File: config.mk
export PLATFORM = sky130hd
export DESIGN_NAME = cim_top
export DESIGN_NICKNAME = d
export VERILOG_FILES = /design/src/cim_pkg.sv /design/src/cim_matrix_if.sv /design/src/cim_input_matrix.sv /design/src/cim_top.sv
export SDC_FILE = /design/constraint.sdc
export NUM_CORES = 1
export LEC_CHECK = 0
export BUFFER_PORTS_ARGS = -buffer_cell sky130_fd_sc_hd__clkbuf_2
export CORE_UTILIZATION = 48
export DETAILED_ROUTE_END_ITERATION = 8
export PLACE_DENSITY = 0.85
export SETUP_SLACK_MARGIN = 0.1
export SYNTH_ARGS = -nofsm -noshare
export SYNTH_HDL_FRONTEND = slang
export SYNTH_SLANG_ARGS = --single-unit
File: constraint.sdc
create_clock -name clk -period 3.17 [get_ports clk]
set_input_delay 0.634 -clock clk [delete_from_list [all_inputs] [get_ports clk]]
set_output_delay 0.634 -clock clk [all_outputs]
set_load 0.05 [all_outputs]
File: src/cim_pkg.sv
// Package: register map, field layout and reset values of the input matrix
package cim_pkg;

    // ----------------------------------------------------------------
    // Sizes
    // ----------------------------------------------------------------
    localparam int CIM_N_CH = 4;
    localparam int CIM_N_DRV = 2;
    localparam int CIM_N_PIN = 3;
    localparam int CIM_ADDR_W = 8;
    localparam int CIM_DATA_W = 32;

    // ----------------------------------------------------------------
    // Register byte offsets
    // ----------------------------------------------------------------
    localparam logic [7:0] CIM_OUT_LOW_OFS = 8'h00;
    localparam logic [7:0] CIM_OUT_HIGH_OFS = 8'h04;
    localparam logic [7:0] CIM_IN_CFG_OFS = 8'h08;
    localparam logic [7:0] CIM_HW_CFG_OFS = 8'h0c;
    localparam logic [7:0] CIM_DIAG_CFG_OFS = 8'h10;
    localparam logic [7:0] CIM_STATUS_OFS = 8'h14;
    localparam logic [7:0] CIM_ERROR_OFS = 8'h18;

    // ----------------------------------------------------------------
    // Field positions
    // ----------------------------------------------------------------
    localparam int CIM_DRV0_POS = 0;
    localparam int CIM_DRV1_POS = 1;
    localparam int CIM_COMPAT_POS = 2;
    localparam int CIM_MAP_POS = 0;
    localparam int CIM_COMB_POS = 1;

    // ----------------------------------------------------------------
    // Reset values
    // ----------------------------------------------------------------
    localparam logic [3:0] CIM_OUT_LOW_RST = 4'h0;
    localparam logic [2:0] CIM_OUT_HIGH_RST = 3'h0;
    localparam logic [1:0] CIM_IN_CFG_RST = 2'h0;
    localparam logic [1:0] CIM_HW_CFG_RST = 2'h0;
    localparam logic [2:0] CIM_DIAG_CFG_RST = 3'h0;

    // ----------------------------------------------------------------
    // Diagnosis select codes and bus responses
    // ----------------------------------------------------------------
    localparam logic [2:0] CIM_DIAG_SEL_A = 3'h4;
    localparam logic [2:0] CIM_DIAG_SEL_B = 3'h5;
    localparam logic [1:0] CIM_RESP_OKAY = 2'h0;
    localparam logic [1:0] CIM_RESP_SLVERR = 2'h2;

endpackage

File: src/cim_matrix_if.sv
// Interface: configuration into and requests out of the input matrix
`timescale 1ns/1ps
interface cim_matrix_if;
    logic map_sel;
    logic combine;
    logic [3:0] ch_bits;
    logic [1:0] drv_bits;
    logic [2:0] pins_sync;
    logic [3:0] ch_req;
    logic [1:0] drv_req;

    modport matrix (
        input map_sel, combine, ch_bits, drv_bits,
        output pins_sync, ch_req, drv_req
    );
    modport ctrl (
        output map_sel, combine, ch_bits, drv_bits,
        input pins_sync, ch_req, drv_req
    );
endinterface

File: src/cim_input_matrix.sv
// Input synchroniser and pin-to-channel switch matrix
`timescale 1ns/1ps
module cim_input_matrix
    import cim_pkg::*;
(
    input wire logic clk,
    input wire logic rst_n,
    input wire logic [2:0] in_pins,
    cim_matrix_if.matrix mx
);
    logic [2:0] sync_a;
    logic [2:0] sync_b;
    logic [2:0] next_sync_a;
    logic [2:0] next_sync_b;
    logic [5:0] has_pin;
    logic [5:0] pin_val;
    logic [5:0] reg_bit;
    logic [5:0] req;

    // ----------------------------------------------------------------
    // Two-stage synchroniser
    // ----------------------------------------------------------------
    always_comb begin
        next_sync_a = in_pins;
        next_sync_b = sync_a;
    end

    always_ff @(posedge clk or negedge rst_n) begin
        if (!rst_n) begin
            sync_a <= 3'h0;
            sync_b <= 3'h0;
        end else begin
            sync_a <= next_sync_a;
            sync_b <= next_sync_b;
        end
    end

    assign mx.pins_sync = sync_b;

    // ----------------------------------------------------------------
    // Pin selection per output
    // ----------------------------------------------------------------
    always_comb begin
        reg_bit = {mx.drv_bits, mx.ch_bits};
        if (mx.map_sel) begin
            has_pin = 6'h3f;
            pin_val = {sync_b[2], sync_b[2], sync_b[2], sync_b[2],
                       sync_b[1], sync_b[0]};
        end else begin
            has_pin = 6'h0e;
            pin_val = {2'h0, sync_b, 1'h0};
        end
    end

    // ----------------------------------------------------------------
    // Register bit and pin combination
    // ----------------------------------------------------------------
    for (genvar i = 0; i < 6; i++) begin : g_comb
        always_comb begin
            if (!has_pin[i]) begin
                req[i] = reg_bit[i];
            end else if (mx.combine) begin
                req[i] = reg_bit[i] & pin_val[i];
            end else begin
                req[i] = reg_bit[i] | pin_val[i];
            end
        end
    end

    assign mx.ch_req = req[3:0];
    assign mx.drv_req = req[5:4];
endmodule

File: src/cim_top.sv
// Top: register slave, channel state and external driver control
`timescale 1ns/1ps
module cim_top
    import cim_pkg::*;
(
    input wire logic clk,
    input wire logic rst_n,
    input wire logic [7:0] s_axi_awaddr,
    input wire logic s_axi_awvalid,
    output logic s_axi_awready,
    input wire logic [31:0] s_axi_wdata,
    input wire logic [3:0] s_axi_wstrb,
    input wire logic s_axi_wvalid,
    output logic s_axi_wready,
    output logic [1:0] s_axi_bresp,
    output logic s_axi_bvalid,
    input wire logic s_axi_bready,
    input wire logic [7:0] s_axi_araddr,
    input wire logic s_axi_arvalid,
    output logic s_axi_arready,
    output logic [31:0] s_axi_rdata,
    output logic [1:0] s_axi_rresp,
    output logic s_axi_rvalid,
    input wire logic s_axi_rready,
    input wire logic input_pin_a,
    input wire logic input_pin_b,
    input wire logic input_pin_c,
    input wire logic [3:0] inverse_current,
    input wire logic [3:0] over_temp,
    input wire logic [3:0] over_current,
    input wire logic logic_supply_ok,
    output logic [3:0] channel_on,
    output logic [1:0] lamp_led_mode,
    output logic [1:0] ext_drive_output,
    output logic ext_diag_output_first,
    output logic ext_diag_output_second
);
    import cim_pkg::*;

    cim_matrix_if mx ();

    logic [3:0] output_low_register;
    logic [2:0] output_high_register;
    logic [1:0] input_config_register;
    logic [1:0] hardware_config_register;
    logic [2:0] diag_config_register;
    logic [3:0] error_flags;
    logic [3:0] next_output_low_register;
    logic [2:0] next_output_high_register;
    logic [1:0] next_input_config_register;
    logic [1:0] next_hardware_config_register;
    logic [2:0] next_diag_config_register;
    logic [3:0] next_error_flags;
    logic next_awready;
    logic next_bvalid;
    logic [1:0] next_bresp;
    logic next_arready;
    logic next_rvalid;
    logic [31:0] next_rdata;
    logic [1:0] next_rresp;
    logic [3:0] next_channel_on;
    logic [1:0] next_ext_drive;
    logic next_diag_first;
    logic next_diag_second;
    logic wr_take;
    logic wr_en;
    logic rd_take;
    logic [7:0] wr_ofs;
    logic [7:0] rd_ofs;
    logic wr_hit;
    logic [3:0] err_clr;
    logic [3:0] err_set;
    logic [3:0] trip;
    logic [31:0] rd_word;
    logic rd_hit;
    logic diag_sel_a;
    logic diag_sel_b;

    // ----------------------------------------------------------------
    // Input matrix
    // ----------------------------------------------------------------
    assign mx.map_sel = input_config_register[CIM_MAP_POS];
    assign mx.combine = input_config_register[CIM_COMB_POS];
    assign mx.ch_bits = output_low_register;
    assign mx.drv_bits = {output_high_register[CIM_DRV1_POS],
                          output_high_register[CIM_DRV0_POS]};

    cim_input_matrix u_matrix (
        .clk(clk),
        .rst_n(rst_n),
        .in_pins({input_pin_c, input_pin_b, input_pin_a}),
        .mx(mx)
    );

    // ----------------------------------------------------------------
    // Bus write path
    // ----------------------------------------------------------------
    always_comb begin
        wr_take = s_axi_awready & s_axi_awvalid & s_axi_wvalid;
        wr_ofs = {s_axi_awaddr[7:2], 2'h0};
        wr_hit = (wr_ofs == CIM_OUT_LOW_OFS) ||
                 (wr_ofs == CIM_OUT_HIGH_OFS) ||
                 (wr_ofs == CIM_IN_CFG_OFS) ||
                 (wr_ofs == CIM_HW_CFG_OFS) ||
                 (wr_ofs == CIM_DIAG_CFG_OFS) ||
                 (wr_ofs == CIM_STATUS_OFS) ||
                 (wr_ofs == CIM_ERROR_OFS);
        wr_en = wr_take & s_axi_wstrb[0];
        next_awready = s_axi_awvalid & s_axi_wvalid &
                       ~s_axi_awready & ~s_axi_bvalid;
        next_bvalid = s_axi_bvalid;
        next_bresp = s_axi_bresp;
        if (wr_take) begin
            next_bvalid = 1'b1;
            next_bresp = wr_hit ? CIM_RESP_OKAY : CIM_RESP_SLVERR;
        end else if (s_axi_bready) begin
            next_bvalid = 1'b0;
        end
    end

    // ----------------------------------------------------------------
    // Configuration registers
    // ----------------------------------------------------------------
    always_comb begin
        next_output_low_register = output_low_register;
        next_output_high_register = output_high_register;
        next_input_config_register = input_config_register;
        next_hardware_config_register = hardware_config_register;
        next_diag_config_register = diag_config_register;
        err_clr = 4'h0;
        if (wr_en) begin
            unique case (wr_ofs)
                CIM_OUT_LOW_OFS: begin
                    next_output_low_register = s_axi_wdata[3:0];
                end
                CIM_OUT_HIGH_OFS: begin
                    next_output_high_register = s_axi_wdata[2:0];
                end
                CIM_IN_CFG_OFS: begin
                    next_input_config_register = s_axi_wdata[1:0];
                end
                CIM_HW_CFG_OFS: begin
                    next_hardware_config_register = s_axi_wdata[1:0];
                end
                CIM_DIAG_CFG_OFS: begin
                    next_diag_config_register = s_axi_wdata[2:0];
                end
                CIM_ERROR_OFS: begin
                    err_clr = s_axi_wdata[3:0];
                end
                default: begin
                end
            endcase
        end
    end

    always_ff @(posedge clk or negedge rst_n) begin
        if (!rst_n) begin
            output_low_register <= CIM_OUT_LOW_RST;
            output_high_register <= CIM_OUT_HIGH_RST;
            input_config_register <= CIM_IN_CFG_RST;
            hardware_config_register <= CIM_HW_CFG_RST;
            diag_config_register <= CIM_DIAG_CFG_RST;
        end else begin
            output_low_register <= next_output_low_register;
            output_high_register <= next_output_high_register;
            input_config_register <= next_input_config_register;
            hardware_config_register <= next_hardware_config_register;
            diag_config_register <= next_diag_config_register;
        end
    end

    // LED select drives timing, trip level and sense ratio of ch2/ch3
    assign lamp_led_mode = hardware_config_register;

    // ----------------------------------------------------------------
    // Bus read path
    // ----------------------------------------------------------------
    always_comb begin
        rd_take = s_axi_arready & s_axi_arvalid;
        rd_ofs = {s_axi_araddr[7:2], 2'h0};
        rd_word = 32'h0;
        rd_hit = 1'b1;
        unique case (rd_ofs)
            CIM_OUT_LOW_OFS: rd_word[3:0] = output_low_register;
            CIM_OUT_HIGH_OFS: rd_word[2:0] = output_high_register;
            CIM_IN_CFG_OFS: rd_word[1:0] = input_config_register;
            CIM_HW_CFG_OFS: rd_word[1:0] = hardware_config_register;
            CIM_DIAG_CFG_OFS: rd_word[2:0] = diag_config_register;
            CIM_STATUS_OFS: rd_word[10:0] = {ext_diag_output_second,
                ext_diag_output_first, ext_drive_output,
                mx.pins_sync, channel_on};
            CIM_ERROR_OFS: rd_word[3:0] = error_flags;
            default: rd_hit = 1'b0;
        endcase
        next_arready = s_axi_arvalid & ~s_axi_arready & ~s_axi_rvalid;
        next_rvalid = s_axi_rvalid;
        next_rdata = s_axi_rdata;
        next_rresp = s_axi_rresp;
        if (rd_take) begin
            next_rvalid = 1'b1;
            next_rdata = rd_word;
            next_rresp = rd_hit ? CIM_RESP_OKAY : CIM_RESP_SLVERR;
        end else if (s_axi_rready) begin
            next_rvalid = 1'b0;
        end
    end

    always_ff @(posedge clk or negedge rst_n) begin
        if (!rst_n) begin
            s_axi_awready <= 1'b0;
            s_axi_wready <= 1'b0;
            s_axi_bvalid <= 1'b0;
            s_axi_bresp <= CIM_RESP_OKAY;
            s_axi_arready <= 1'b0;
            s_axi_rvalid <= 1'b0;
            s_axi_rdata <= 32'h0;
            s_axi_rresp <= CIM_RESP_OKAY;
        end else begin
            s_axi_awready <= next_awready;
            s_axi_wready <= next_awready;
            s_axi_bvalid <= next_bvalid;
            s_axi_bresp <= next_bresp;
            s_axi_arready <= next_arready;
            s_axi_rvalid <= next_rvalid;
            s_axi_rdata <= next_rdata;
            s_axi_rresp <= next_rresp;
        end
    end

    // ----------------------------------------------------------------
    // Channel state and error flags
    // ----------------------------------------------------------------
    always_comb begin
        trip = over_temp | over_current;
        err_set = trip & ~inverse_current;
        next_error_flags = (error_flags & ~err_clr) | err_set;
        for (int i = 0; i < CIM_N_CH; i++) begin
            if (inverse_current[i]) begin
                next_channel_on[i] = channel_on[i];
            end else begin
                // Pins act on channel_on the same in every supply mode
                next_channel_on[i] = mx.ch_req[i] & ~trip[i];
            end
        end
    end

    always_ff @(posedge clk or negedge rst_n) begin
        if (!rst_n) begin
            channel_on <= 4'h0;
            error_flags <= 4'h0;
        end else begin
            channel_on <= next_channel_on;
            error_flags <= next_error_flags;
        end
    end

    // ----------------------------------------------------------------
    // External driver control
    // ----------------------------------------------------------------
    always_comb begin
        diag_sel_a = diag_config_register == CIM_DIAG_SEL_A;
        diag_sel_b = diag_config_register == CIM_DIAG_SEL_B;
        next_ext_drive = 2'h0;
        next_diag_first = 1'b0;
        next_diag_second = 1'b0;
        if (logic_supply_ok) begin
            next_ext_drive = mx.drv_req;
            if (output_high_register[CIM_COMPAT_POS]) begin
                next_diag_first = diag_sel_a | diag_sel_b;
                next_diag_second = diag_sel_b;
            end else begin
                next_diag_first = diag_sel_a;
                next_diag_second = diag_sel_b;
            end
        end
    end

    always_ff @(posedge clk or negedge rst_n) begin
        if (!rst_n) begin
            ext_drive_output <= 2'h0;
            ext_diag_output_first <= 1'b0;
            ext_diag_output_second <= 1'b0;
        end else begin
            ext_drive_output <= next_ext_drive;
            ext_diag_output_first <= next_diag_first;
            ext_diag_output_second <= next_diag_second;
        end
    end
endmodule

==> metrics, run 1 <==
Critical Path Fanout Max=3; setup repair after global routing missed its margin=false; detail-routed via count per cell=5.318; portion of the post-synthesis area used by sequential elements=0.5355; routed wire length=4643 um; aggregate global routing overflow=0; std cell rows=24; height of the chip=71.07 um; share of layout cells above drive strength 1=0.3640; number of synthesized register bits=49; total vias in the final route=1,723; number of antenna repair diodes=0; Total Nets Final=348; clock tree root driver cell=sky130_fd_sc_hd__clkbuf_8; Total Routing Usage GR=0.2020; post-place setup slack=743.0 ps; cell taking the most area after synthesis=sky130_fd_sc_hd__dfrtp_1; Synth Area per Inst=11.45 sq um; number of setup violations in the final report=0; via count of the first global-routing pass=around 1,600; Die Outline Area=5050 sq um; setup slack after layout=between 1000 and 1500 ps; WS Path Type=in -> reg; final period utilization=0.6674; Hold Path Class=in -> async; Slew Viols, Final=0; clock-pin slew on the worst setup and hold paths=80 ps; hold violation count in the final report=0; relative contribution of the clock network to total power=0.271; Post-synth EDFFs=0; area growth from synthesis to layout=17.43%; setup bufs post-CTS=0; number of maximum-capacitance violations=0; initial antenna violation count=0; Critical Path Start Type=input pin; largest vdd supply drop=0.2557 mV; Tightest Pin Transition=~580 ps; Power Dens Cells=452.7 nW/um^2; count of distinct cell types in the synthesized netlist=34; HPWL after detailed placement=3736 um; Internal=roughly 0.84 mW; synthesized instance count=200; sequential group share of total power=0.543; most common cell after layout, fill and taps aside=sky130_fd_sc_hd__clkbuf_2; routed wirelength normalized by instance count=14.33 um; CTS-repair resized insts=0; leakage power total=1.360 nW; beginning of the critical path=s_axi_awaddr[5]; commonest non-fill, non-tap cells in the layout=67 x sky130_fd_sc_hd__clkbuf_2, 49 x sky130_fd_sc_hd__dfrtp_1, 23 x sky130_fd_sc_hd__conb_1, 17 x sky130_fd_sc_hd__nand2_1, 13 x sky130_fd_sc_hd__o21ai_0; data required time at the worst endpoint=3360 ps; H-tree levels=2; switching portion of total power=0.3089; maximum number of pins on one net before global-route repair=25; Setup TNS Final=0 ps; number of sinks on the clock net=49; initial core utilization=0.5117; Max Clock Skew=3.775 ps; Placeable Area=4474 sq um; Placer Congestion=0.9175; input/output buffers=67; I/O pin cnt=126; Worst setup EP type=register; TritonCTS buffer count=5; Max Clock Freq=0.4727 GHz; switching power summed over all nets=0.3760 mW; Post-synth top flop=sky130_fd_sc_hd__dfrtp_1; worst relative slew slack=0.6163; clock tree from TritonCTS=built; violated checks=design-rule violations; async set or reset register ratio after synthesis=1.000; min Tclk post-route=2116 ps; cell area after synthesis=2290 sq um; cells taking the most area after synthesis=sky130_fd_sc_hd__dfrtp_1 54%, sky130_fd_sc_hd__buf_4 7.9%, sky130_fd_sc_hd__mux2_2 5.9%; startpoint of the worst-slack reg-to-reg timing path=s_axi_wready; arrival time worst endpoint=2300 ps; Antenna Nets Post-Route=0; status=finished, violations left; Yosys Warn Count=0; hold_buf cts=0; Yosys top cell area share=0.5355; buffer levels on the longest clock path=2; die width=71.07 um; proportion of power drawn by combinational gates=0.185; count of TritonRoute iterations in the first routing pass=9; clock latency at the later pin of the worst-skew pair=300 ps; # DRC=7; number of DRC violations after detailed-routing iteration 0=92; first-pass GRT wire length=approximately 7600 um
[worst max-delay path, cell delays in order]
cell and delay, ps:
sky130_fd_sc_hd__clkbuf_2 80, sky130_fd_sc_hd__or4b_4 530, sky130_fd_sc_hd__or2_1 240, sky130_fd_sc_hd__or4b_4 510
sky130_fd_sc_hd__mux2_4 310
[flip-flops by register name (all words and copies together), names as in the netlist, 3 cells and up]
register               flops
mx.ch_bits                 4
channel_on                 4
error_flags                4
output_high_register       3
u_matrix.mx.pins_sync      3
diag_config_register       3
u_matrix.next_sync_b       3
s_axi_rdata               11
[cells by family after synthesis]
logic type	share of synthesized area
mux	0.1104
simple gates	0.1339
flops	0.5355
buf+inv	0.09344
other cells	0.001638
compound gates	0.1251
[worst paths after layout]
path | slack [ps] | cells past startpoint | endpoint
max | 1050 | 5 | input_config_register[1]
min | 320 | 1 | channel_on[3]
max reg2reg | 1380 | 4 | input_config_register[1]
min reg2reg | 350 | 0 | u_matrix.mx.pins_sync[1]
max in group asynchronous | 2250 | 2 | diag_config_register[2]
min in group clk | 350 | 0 | u_matrix.mx.pins_sync[1]
[through the flow]
| stage | cell area (sq um) | hold WS, ps | power [mW] | utilization | instances |
|---|---|---|---|---|---|
| final | 2689 | 318.2 | 1.217 | 0.6010 | 324 |
| after global routing | 2689 | 354.4 | 1.280 | 0.6010 | 324 |
| after CTS | 2689 | 330.1 | 1.230 | 0.6010 | 324 |
| after detailed placement | 2615 | 335.6 | 0.9008 | 0.5845 | 318 |
| after global placement | 2615 | 333.6 | 0.8958 | 0.5845 | 318 |
| after floorplan | 2372 | 331.2 | 0.8494 | - | 222 |
[per-layer routing]
metal | vias up | part of all wire | track usage
met5 | - | 0 | 0
met3 | 5 | 0.055 | 0.04843
met2 | 77 | 0.50 | 0.3397
li1 | 820 | - | -
met4 | 0 | 0.014 | 0.07556
met1 | 821 | 0.43 | 0.2550
[Yosys cell counts, drive strengths merged (4+ instances only)]
master	n
a22o	9
and2	4
buf	24
clkbuf	4
dfrtp	49
inv	5
mux2	14
nand2	17
nand3	6
nor2	8
nor3	6
o21ai	13
o2bb2ai	4
[power by group through the flow]
| stage | logic, mW | registers (mW) | clock network [mW] |
|---|---|---|---|
| 2_1_floorplan | 0.125 | 0.725 | 0 |
| 3_3_place_gp | 0.223 | 0.673 | 0 |
| 3_5_place_dp | 0.226 | 0.674 | 0 |
| 4_1_cts | 0.227 | 0.662 | 0.341 |
| 5_1_grt | 0.240 | 0.666 | 0.374 |
| 6_report | 0.225 | 0.662 | 0.330 |
[area by class of cell]
cell class | count | area [sq um]
clock buffer | 5 | 68.82
timing repair buffer | 72 | 372.9
tap | 52 | 65.06
clock inverter | 1 | 5.005
multi-input combinational | 140 | 932.1
fill | 375 | 1785
inverter | 5 | 18.77
sequential | 49 | 1226
No activity file was read; power rests on OpenSTA's default activity.
==> inputs of run 2 (changes only) <==
- ABC_AREA: default -> 1
- CORE_UTILIZATION: 48 -> 41
- PLACE_DENSITY: 0.85 -> 0.76
- clock period: 3.17 -> 1.9 ns (I/O delays scaled with it)
==> metrics, run 2 <==
via count of the first global-routing pass=1,986 (was 1,617); final period utilization=0.7394; Antenna Nets Post-Route=0 (unchanged); status=completed (was finished, violations left); number of maximum-capacitance violations=0 (unchanged); CTS-repair resized insts=0 (unchanged); I/O pin cnt=126 (unchanged); worst-case register-to-register setup slack=560 ps (was 1380 ps); initial core utilization=0.4362 (was 0.5117); buffer levels on the longest clock path=2 (unchanged); # DRC=0 (was 7); Placeable Area=5642 sq um (was 4474 sq um); initial antenna violation count=0 (unchanged); Total Nets Final=440 (was 348); area growth from synthesis to layout=17.08% (was 17.43%); most instantiated library cell after synthesis=sky130_fd_sc_hd__nand2_1 (was sky130_fd_sc_hd__dfrtp_1); setup repair after global routing missed its margin=false (unchanged); cells taking the most area after synthesis=sky130_fd_sc_hd__dfrtp_1 50%, sky130_fd_sc_hd__nand2_1 11%, sky130_fd_sc_hd__buf_4 7.3% (was sky130_fd_sc_hd__dfrtp_1 54%, sky130_fd_sc_hd__buf_4 7.9%, sky130_fd_sc_hd__mux2_2 5.9%); clock-pin slew on the worst setup and hold paths=90 ps (was 80 ps); routing usage on met3=0.04000 (was 0.04843); met1 track demand over resource in global routing=0.2410 (was 0.2550); busiest metal layer after global routing=met2 (unchanged); arrival time worst endpoint=1020 ps (was 2300 ps); Synth Area per Inst=8.400 sq um (was 11.45 sq um); grt met2 use=0.3094 (was 0.3397); Tightest Pin Transition=612.6 ps (was 575.5 ps); Yosys top cell area share=0.4982 (was 0.5355); cell-by-cell listing of the critical path=clkbuf_2 (was clkbuf_2, or4b_4, or2_1, or4b_4, mux2_4); min Tclk post-route=approximately 1400 ps; portion of the post-synthesis area used by sequential elements=0.4982 (was 0.5355); Placer Congestion=0.8705 (was 0.9175); Setup TNS Final=0 ps (unchanged); Reg area=1226 sq um (unchanged); startpoint of the worst-slack reg-to-reg timing path=s_axi_wready (unchanged); Critical Path Start Type=register (was input pin); flip-flop count of the largest register, all copies and words added=11 (unchanged); routed wirelength normalized by instance count=12.10 um (was 14.33 um); R2R cell count=7 (was 4); std cell rows=27 (was 24); count of distinct cell types in the synthesized netlist=27 (was 34); height of the chip=79.48 um (was 71.07 um); number of sinks on the clock net=49 (unchanged); Total Routing Usage GR=0.1862 (was 0.2020); commonest non-fill, non-tap cells in the layout=73 x sky130_fd_sc_hd__nand2_1, 67 x sky130_fd_sc_hd__clkbuf_2, 49 x sky130_fd_sc_hd__dfrtp_1, 23 x sky130_fd_sc_hd__conb_1, 22 x sky130_fd_sc_hd__nor2_1 (was 67 x sky130_fd_sc_hd__clkbuf_2, 49 x sky130_fd_sc_hd__dfrtp_1, 23 x sky130_fd_sc_hd__conb_1, 17 x sky130_fd_sc_hd__nand2_1, 13 x sky130_fd_sc_hd__o21ai_0); clock latency at the later pin of the worst-skew pair=310 ps (was 300 ps); Critical Path Max Stage Delay=420 ps (was 530 ps); Critical Path Fanout Max=4 (was 3); aggregate global routing overflow=0 (unchanged); number of setup violations in the final report=0 (unchanged); total chip power=2.175 mW (was 1.217 mW); die width=79.48 um (was 71.07 um); worst relative slew slack=0.5916 (was 0.6163); clock tree from TritonCTS=built (unchanged); cell family with most CP delay=flip-flops (was simple AND/OR/NAND/NOR gates); maximum number of pins on one net before global-route repair=50 (was 25); Worst setup EP type=primary output (was register); count of TritonRoute iterations in the first routing pass=4 (was 9); hold_buf cts=0 (unchanged); FILL cells=533 (was 375); number of synthesized register bits=49 (unchanged); largest vdd supply drop=0.4191 mV (was 0.2557 mV); minimum hold slack=159.7 ps (was 318.2 ps); async set or reset register ratio after synthesis=1.000 (unchanged); cell taking the most area after synthesis=sky130_fd_sc_hd__dfrtp_1 (unchanged); input/output buffers=67 (unchanged); post-place setup slack=462.8 ps (was 743.0 ps); Synth top cells by count=73 x sky130_fd_sc_hd__nand2_1, 49 x sky130_fd_sc_hd__dfrtp_1, 24 x sky130_fd_sc_hd__buf_4 (was 49 x sky130_fd_sc_hd__dfrtp_1, 24 x sky130_fd_sc_hd__buf_4, 17 x sky130_fd_sc_hd__nand2_1); detail-routed via count per cell=4.838 (was 5.318); WS Path Type=reg -> out (was in -> reg); first-pass GRT wire length=9045 um (was 7596 um); leakage power total=1.545 nW (was 1.360 nW); Post-synth EDFFs=0 (unchanged); cell area after synthesis=2461 sq um (was 2290 sq um); setup slack after layout=495.1 ps (was 1054 ps); total vias in the final route=2,119 (was 1,723); number of DRC violations after detailed-routing iteration 0=91 (was 92); Hold Path Class=in -> async (unchanged); setup bufs post-CTS=0 (unchanged); synthesized instance count=293 (was 200); most common cell after layout, fill and taps aside=sky130_fd_sc_hd__nand2_1 (was sky130_fd_sc_hd__clkbuf_2); Slew Viols, Final=0 (unchanged); share of layout cells above drive strength 1=0.2732 (was 0.3640); H-tree levels=2 (unchanged); Max Clock Freq=~0.71 GHz; number of buffer and inverter instances along the worst setup path=1 (unchanged); Power Dens Cells=754.9 nW/um^2 (was 452.7 nW/um^2); number of antenna repair diodes=0 (unchanged); Max Clock Skew=4.071 ps (was 3.775 ps); HPWL after detailed placement=4102 um (was 3736 um); hold violation count in the final report=0 (unchanged); routed wire length=5299 um (was 4643 um); data required time at the worst endpoint=1520 ps (was 3360 ps); Yosys Warn Count=0 (unchanged); Die Outline Area=6316 sq um (was 5050 sq um); destination of the worst register-to-register timing path=output_high_register[0] (was input_config_register[1]); area of the multi-input gates=1020 sq um (was 932.1 sq um); beginning of the critical path=s_axi_wready (was s_axi_awaddr[5]); clock tree root driver cell=sky130_fd_sc_hd__clkbuf_8 (unchanged); TritonCTS buffer count=5 (unchanged); Post-synth top flop=sky130_fd_sc_hd__dfrtp_1 (unchanged); critical-path cell with the highest stage delay=sky130_fd_sc_hd__dfrtp_1 (was sky130_fd_sc_hd__or4b_4); register with the most flip-flops=s_axi_rdata (unchanged)
-- run 2: changes by cell type in the layout (fill, tap and decap cells not counted), moves of 7 or more --
cell	delta
sky130_fd_sc_hd__inv_1	+16
sky130_fd_sc_hd__mux2_2	-12
sky130_fd_sc_hd__a22o_1	-9
sky130_fd_sc_hd__nand4_1	+8
sky130_fd_sc_hd__nand2_1	+56
sky130_fd_sc_hd__o21ai_1	+10
sky130_fd_sc_hd__nand3_1	+12
sky130_fd_sc_hd__nor2_1	+14
sky130_fd_sc_hd__inv_2	+7
-- run 2: worst max-delay path by stage --
stage | slack, ps | to | depth (start not counted)
floorplan | 400 | output_high_register[0] | 7
detailed placement | 460 | s_axi_rdata[0] | 8
global route | 410 | output_high_register[0] | 7
global placement | 500 | output_high_register[0] | 7
finish | 500 | s_axi_awready | 1
CTS | 480 | s_axi_awready | 1
-- run 2: cell families (layout without fill, tap and decap cells) --
kind of cell,count (synthesis),in the layout,synth area share
AO/OA/AOI/OAI,43,43,0.09913
buffers and inverters,55,106,0.1210
flip-flops,49,49,0.4982
other,1,23,0.001524
AND/OR/NAND/NOR,145,145,0.2801
-- run 2: through the flow --
step	instance area (sq um)	cells	util
final	2882	438	0.5108
after global routing	2882	438	0.5108
after floorplan	2544	315	-
after detailed placement	2795	430	0.4955
after CTS	2882	438	0.5108
after global placement	2795	430	0.4955
-- run 2: report_power, final --
part	internal [mW]	total [mW]	switching (mW)	leakage, nW
combinational	0.0891	0.444	0.355	0.873
clock	0.263	0.618	0.355	0.0456
sequential	1.08	1.11	0.0288	0.626
-- run 2: per-layer routing --
layer	part of all wire	up-vias	wire length, um
li1	-	1055	-
met1	0.45	968	2374
met2	0.47	90	2476
met3	0.078	6	411
met4	0.0068	0	36
met5	0	-	0
-- run 2: cell type report --
type / instances / share of cell area
tap: 72 / 0.03126
timing repair buffer: 69 / 0.1216
clock buffer: 6 / 0.02518
sequential: 49 / 0.4255
clock inverter: 2 / 0.004776
inverter: 29 / 0.03778
multi-input combinational: 211 / 0.3539
==> inputs of run 3 (changes only) <==
- ABC_AREA: 1 -> 0
- CORE_UTILIZATION: 41 -> 44
- PLACE_DENSITY: 0.76 -> 0.79
- clock period: 1.9 -> 1.35 ns (I/O delays scaled with it)
==> metrics, run 3 (synthesis gave the netlist of run 1 again) <==
status=finished, violations left (was completed); violated checks=negative setup slack; Die Outline Area=5496 sq um (was 6316 sq um); hold violation count in the final report=0 (unchanged); count of TritonRoute iterations in the first routing pass=4 (unchanged); Total Routing Usage GR=0.2036 (was 0.1862); flip-flop count of the largest register, all copies and words added=11 (unchanged); data required time at the worst endpoint=1530 ps (was 1520 ps); via count of the first global-routing pass=1,778 (was 1,986); number of antenna repair diodes=0 (unchanged); number of setup violations in the final report=27 (was 0); largest vdd supply drop=0.6499 mV (was 0.4191 mV); initial antenna violation count=0 (unchanged); total vias in the final route=1,823 (was 2,119); Hold Path Class=in -> reg (was in -> async); initial core utilization=0.4723 (was 0.4362); busiest metal layer after global routing=met2 (unchanged); met1 track demand over resource in global routing=0.2560 (was 0.2410); I/O pin cnt=126 (unchanged); aggregate global routing overflow=0 (unchanged); leakage power total=1.579 nW (was 1.545 nW); clock tree root driver cell=sky130_fd_sc_hd__clkbuf_8 (unchanged); Total Nets Final=374 (was 440); clock latency at the later pin of the worst-skew pair=290 ps (was 310 ps); worst-case register-to-register setup slack=-310 ps (was 560 ps); Placeable Area=4848 sq um (was 5642 sq um); clock tree from TritonCTS=built (unchanged); TritonCTS buffer count=5 (unchanged); arrival time worst endpoint=1960 ps (was 1020 ps); Placer Congestion=0.8663 (was 0.8705); Critical Path Fanout Max=2 (was 4); total chip power=3.021 mW (was 2.175 mW); input/output buffers=67 (unchanged); detail-routed via count per cell=4.967 (was 4.838); share of layout cells above drive strength 1=0.4833 (was 0.2732); FILL cells=374 (was 533); routed wirelength normalized by instance count=14.18 um (was 12.10 um); number of sinks on the clock net=49 (unchanged); final core utilization=0.6591 (was 0.5108); final period utilization=1.314; min Tclk post-route=1774 ps; most common cell after layout, fill and taps aside=sky130_fd_sc_hd__clkbuf_2 (was sky130_fd_sc_hd__nand2_1); WS Path Type=in -> reg (was reg -> out); number of maximum-capacitance violations=0 (unchanged); height of the chip=74.14 um (was 79.48 um); number of DRC violations after detailed-routing iteration 0=69 (was 91); area growth from synthesis to layout=39.56% (was 17.08%); commonest non-fill, non-tap cells in the layout=53 x sky130_fd_sc_hd__clkbuf_2, 44 x sky130_fd_sc_hd__dfrtp_1, 25 x sky130_fd_sc_hd__buf_4, 23 x sky130_fd_sc_hd__conb_1, 15 x sky130_fd_sc_hd__nand2_1 (was 73 x sky130_fd_sc_hd__nand2_1, 67 x sky130_fd_sc_hd__clkbuf_2, 49 x sky130_fd_sc_hd__dfrtp_1, 23 x sky130_fd_sc_hd__conb_1, 22 x sky130_fd_sc_hd__nor2_1); H-tree levels=2 (unchanged); setup repair after global routing missed its margin=true (was false); HPWL after detailed placement=4012 um (was 4102 um); die width=74.14 um (was 79.48 um); # DRC=0 (unchanged); register with the most flip-flops=s_axi_rdata (unchanged); Max Clock Skew=5.721 ps (was 4.071 ps); routing usage on met3=0.04607 (was 0.04000); setup slack after layout=-423.9 ps (was 495.1 ps); routed wire length=5204 um (was 5299 um); std cell rows=25 (was 27); final non-filler cell area=3196 sq um (was 2882 sq um); maximum number of pins on one net before global-route repair=19 (was 50); total placed cells including tap cells=352 (was 430); Worst setup EP type=register (was primary output); clock-pin slew on the worst setup and hold paths=90 ps (about the same); Slew Viols, Final=0 (unchanged); Power Dens Cells=945.5 nW/um^2 (was 754.9 nW/um^2); Setup TNS Final=-5186 ps (was 0 ps); grt met2 use=0.3566 (was 0.3094); Non-Filler Instances=367 (was 438); cell area after placement=2820 sq um (was 2795 sq um); Antenna Nets Post-Route=0 (unchanged); first-pass GRT wire length=8259 um (was 9045 um); Critical Path Start Type=input pin (was register); Max Clock Freq=0.5637 GHz; buffer levels on the longest clock path=2 (unchanged)
run 3: cell count changes in the layout (fill, tap and decap cells not counted), sizes merged, moves of 7 or more:
cell    before  now
a22o         0    9
nor2        33    8
nand3       20    6
buf          2   36
o21ai       25   13
nand4        8    0
clkbuf      73   66
mux2         0   14
nand2       77   17
inv         29    5
run 3: worst paths after layout:
| path | from | depth (start not counted) | end |
|---|---|---|---|
| max in group asynchronous | rst_n | 3 | channel_on[2] |
| worst min register to register | u_matrix.next_sync_b[1] | 0 | u_matrix.mx.pins_sync[1] |
| worst max register to register | s_axi_wready | 4 | input_config_register[0] |
| worst min-delay path | input_pin_c | 1 | u_matrix.next_sync_b[2] |
| worst max-delay path | s_axi_awaddr[5] | 5 | input_config_register[0] |
| min in group asynchronous | rst_n | 2 | u_matrix.next_sync_b[2] |
run 3: timing repair:
action / CTS / global route
endpoints found under the hold margin: 15 / 0
gates resized for setup: 37 / 15
cloned: 0 / 0
setup endpoints to repair: 36 / 42
buffers inserted: 4 / 3
pin swaps: 8 / 6
hold buffers: 1 / 0
run 3: stage by stage:
step                      worst slack (ps)  hold slack [ps]
after CTS                           -397.1            72.07
final                               -423.9            75.10
after floorplan                     -594.2           -25.59
after global placement              -689.7            224.3
after global routing                -429.1            56.64
after detailed placement            -720.3            225.1
run 3: critical path, stage by stage:
cell,delay [ps]
sky130_fd_sc_hd__buf_6,90
sky130_fd_sc_hd__or4b_4,520
sky130_fd_sc_hd__or2_1,240
sky130_fd_sc_hd__or4b_4,520
sky130_fd_sc_hd__mux2_4,320
run 3: area by class of cell:
class,instances,area [sq um],share of cell area
clock buffer,5,68.82,0.02153
clock inverter,3,17.52,0.005482
inverter,5,18.77,0.005873
multi-input combinational,140,1065,0.3332
sequential,49,1232,0.3857
tap,67,83.83,0.02623
timing repair buffer,98,709.4,0.2220
run 3: power breakdown:
part | total, mW | switching, mW | internal, mW
clock network | 0.823 | 0.465 | 0.358
logic | 0.646 | 0.444 | 0.202
registers | 1.55 | 0.0355 | 1.52
run 3: per-layer routing:
layer / routed length (um) / share of wire
met5: 0 / 0
met3: 250 / 0.048
met2: 2669 / 0.51
met1: 2231 / 0.43
met4: 52 / 0.010
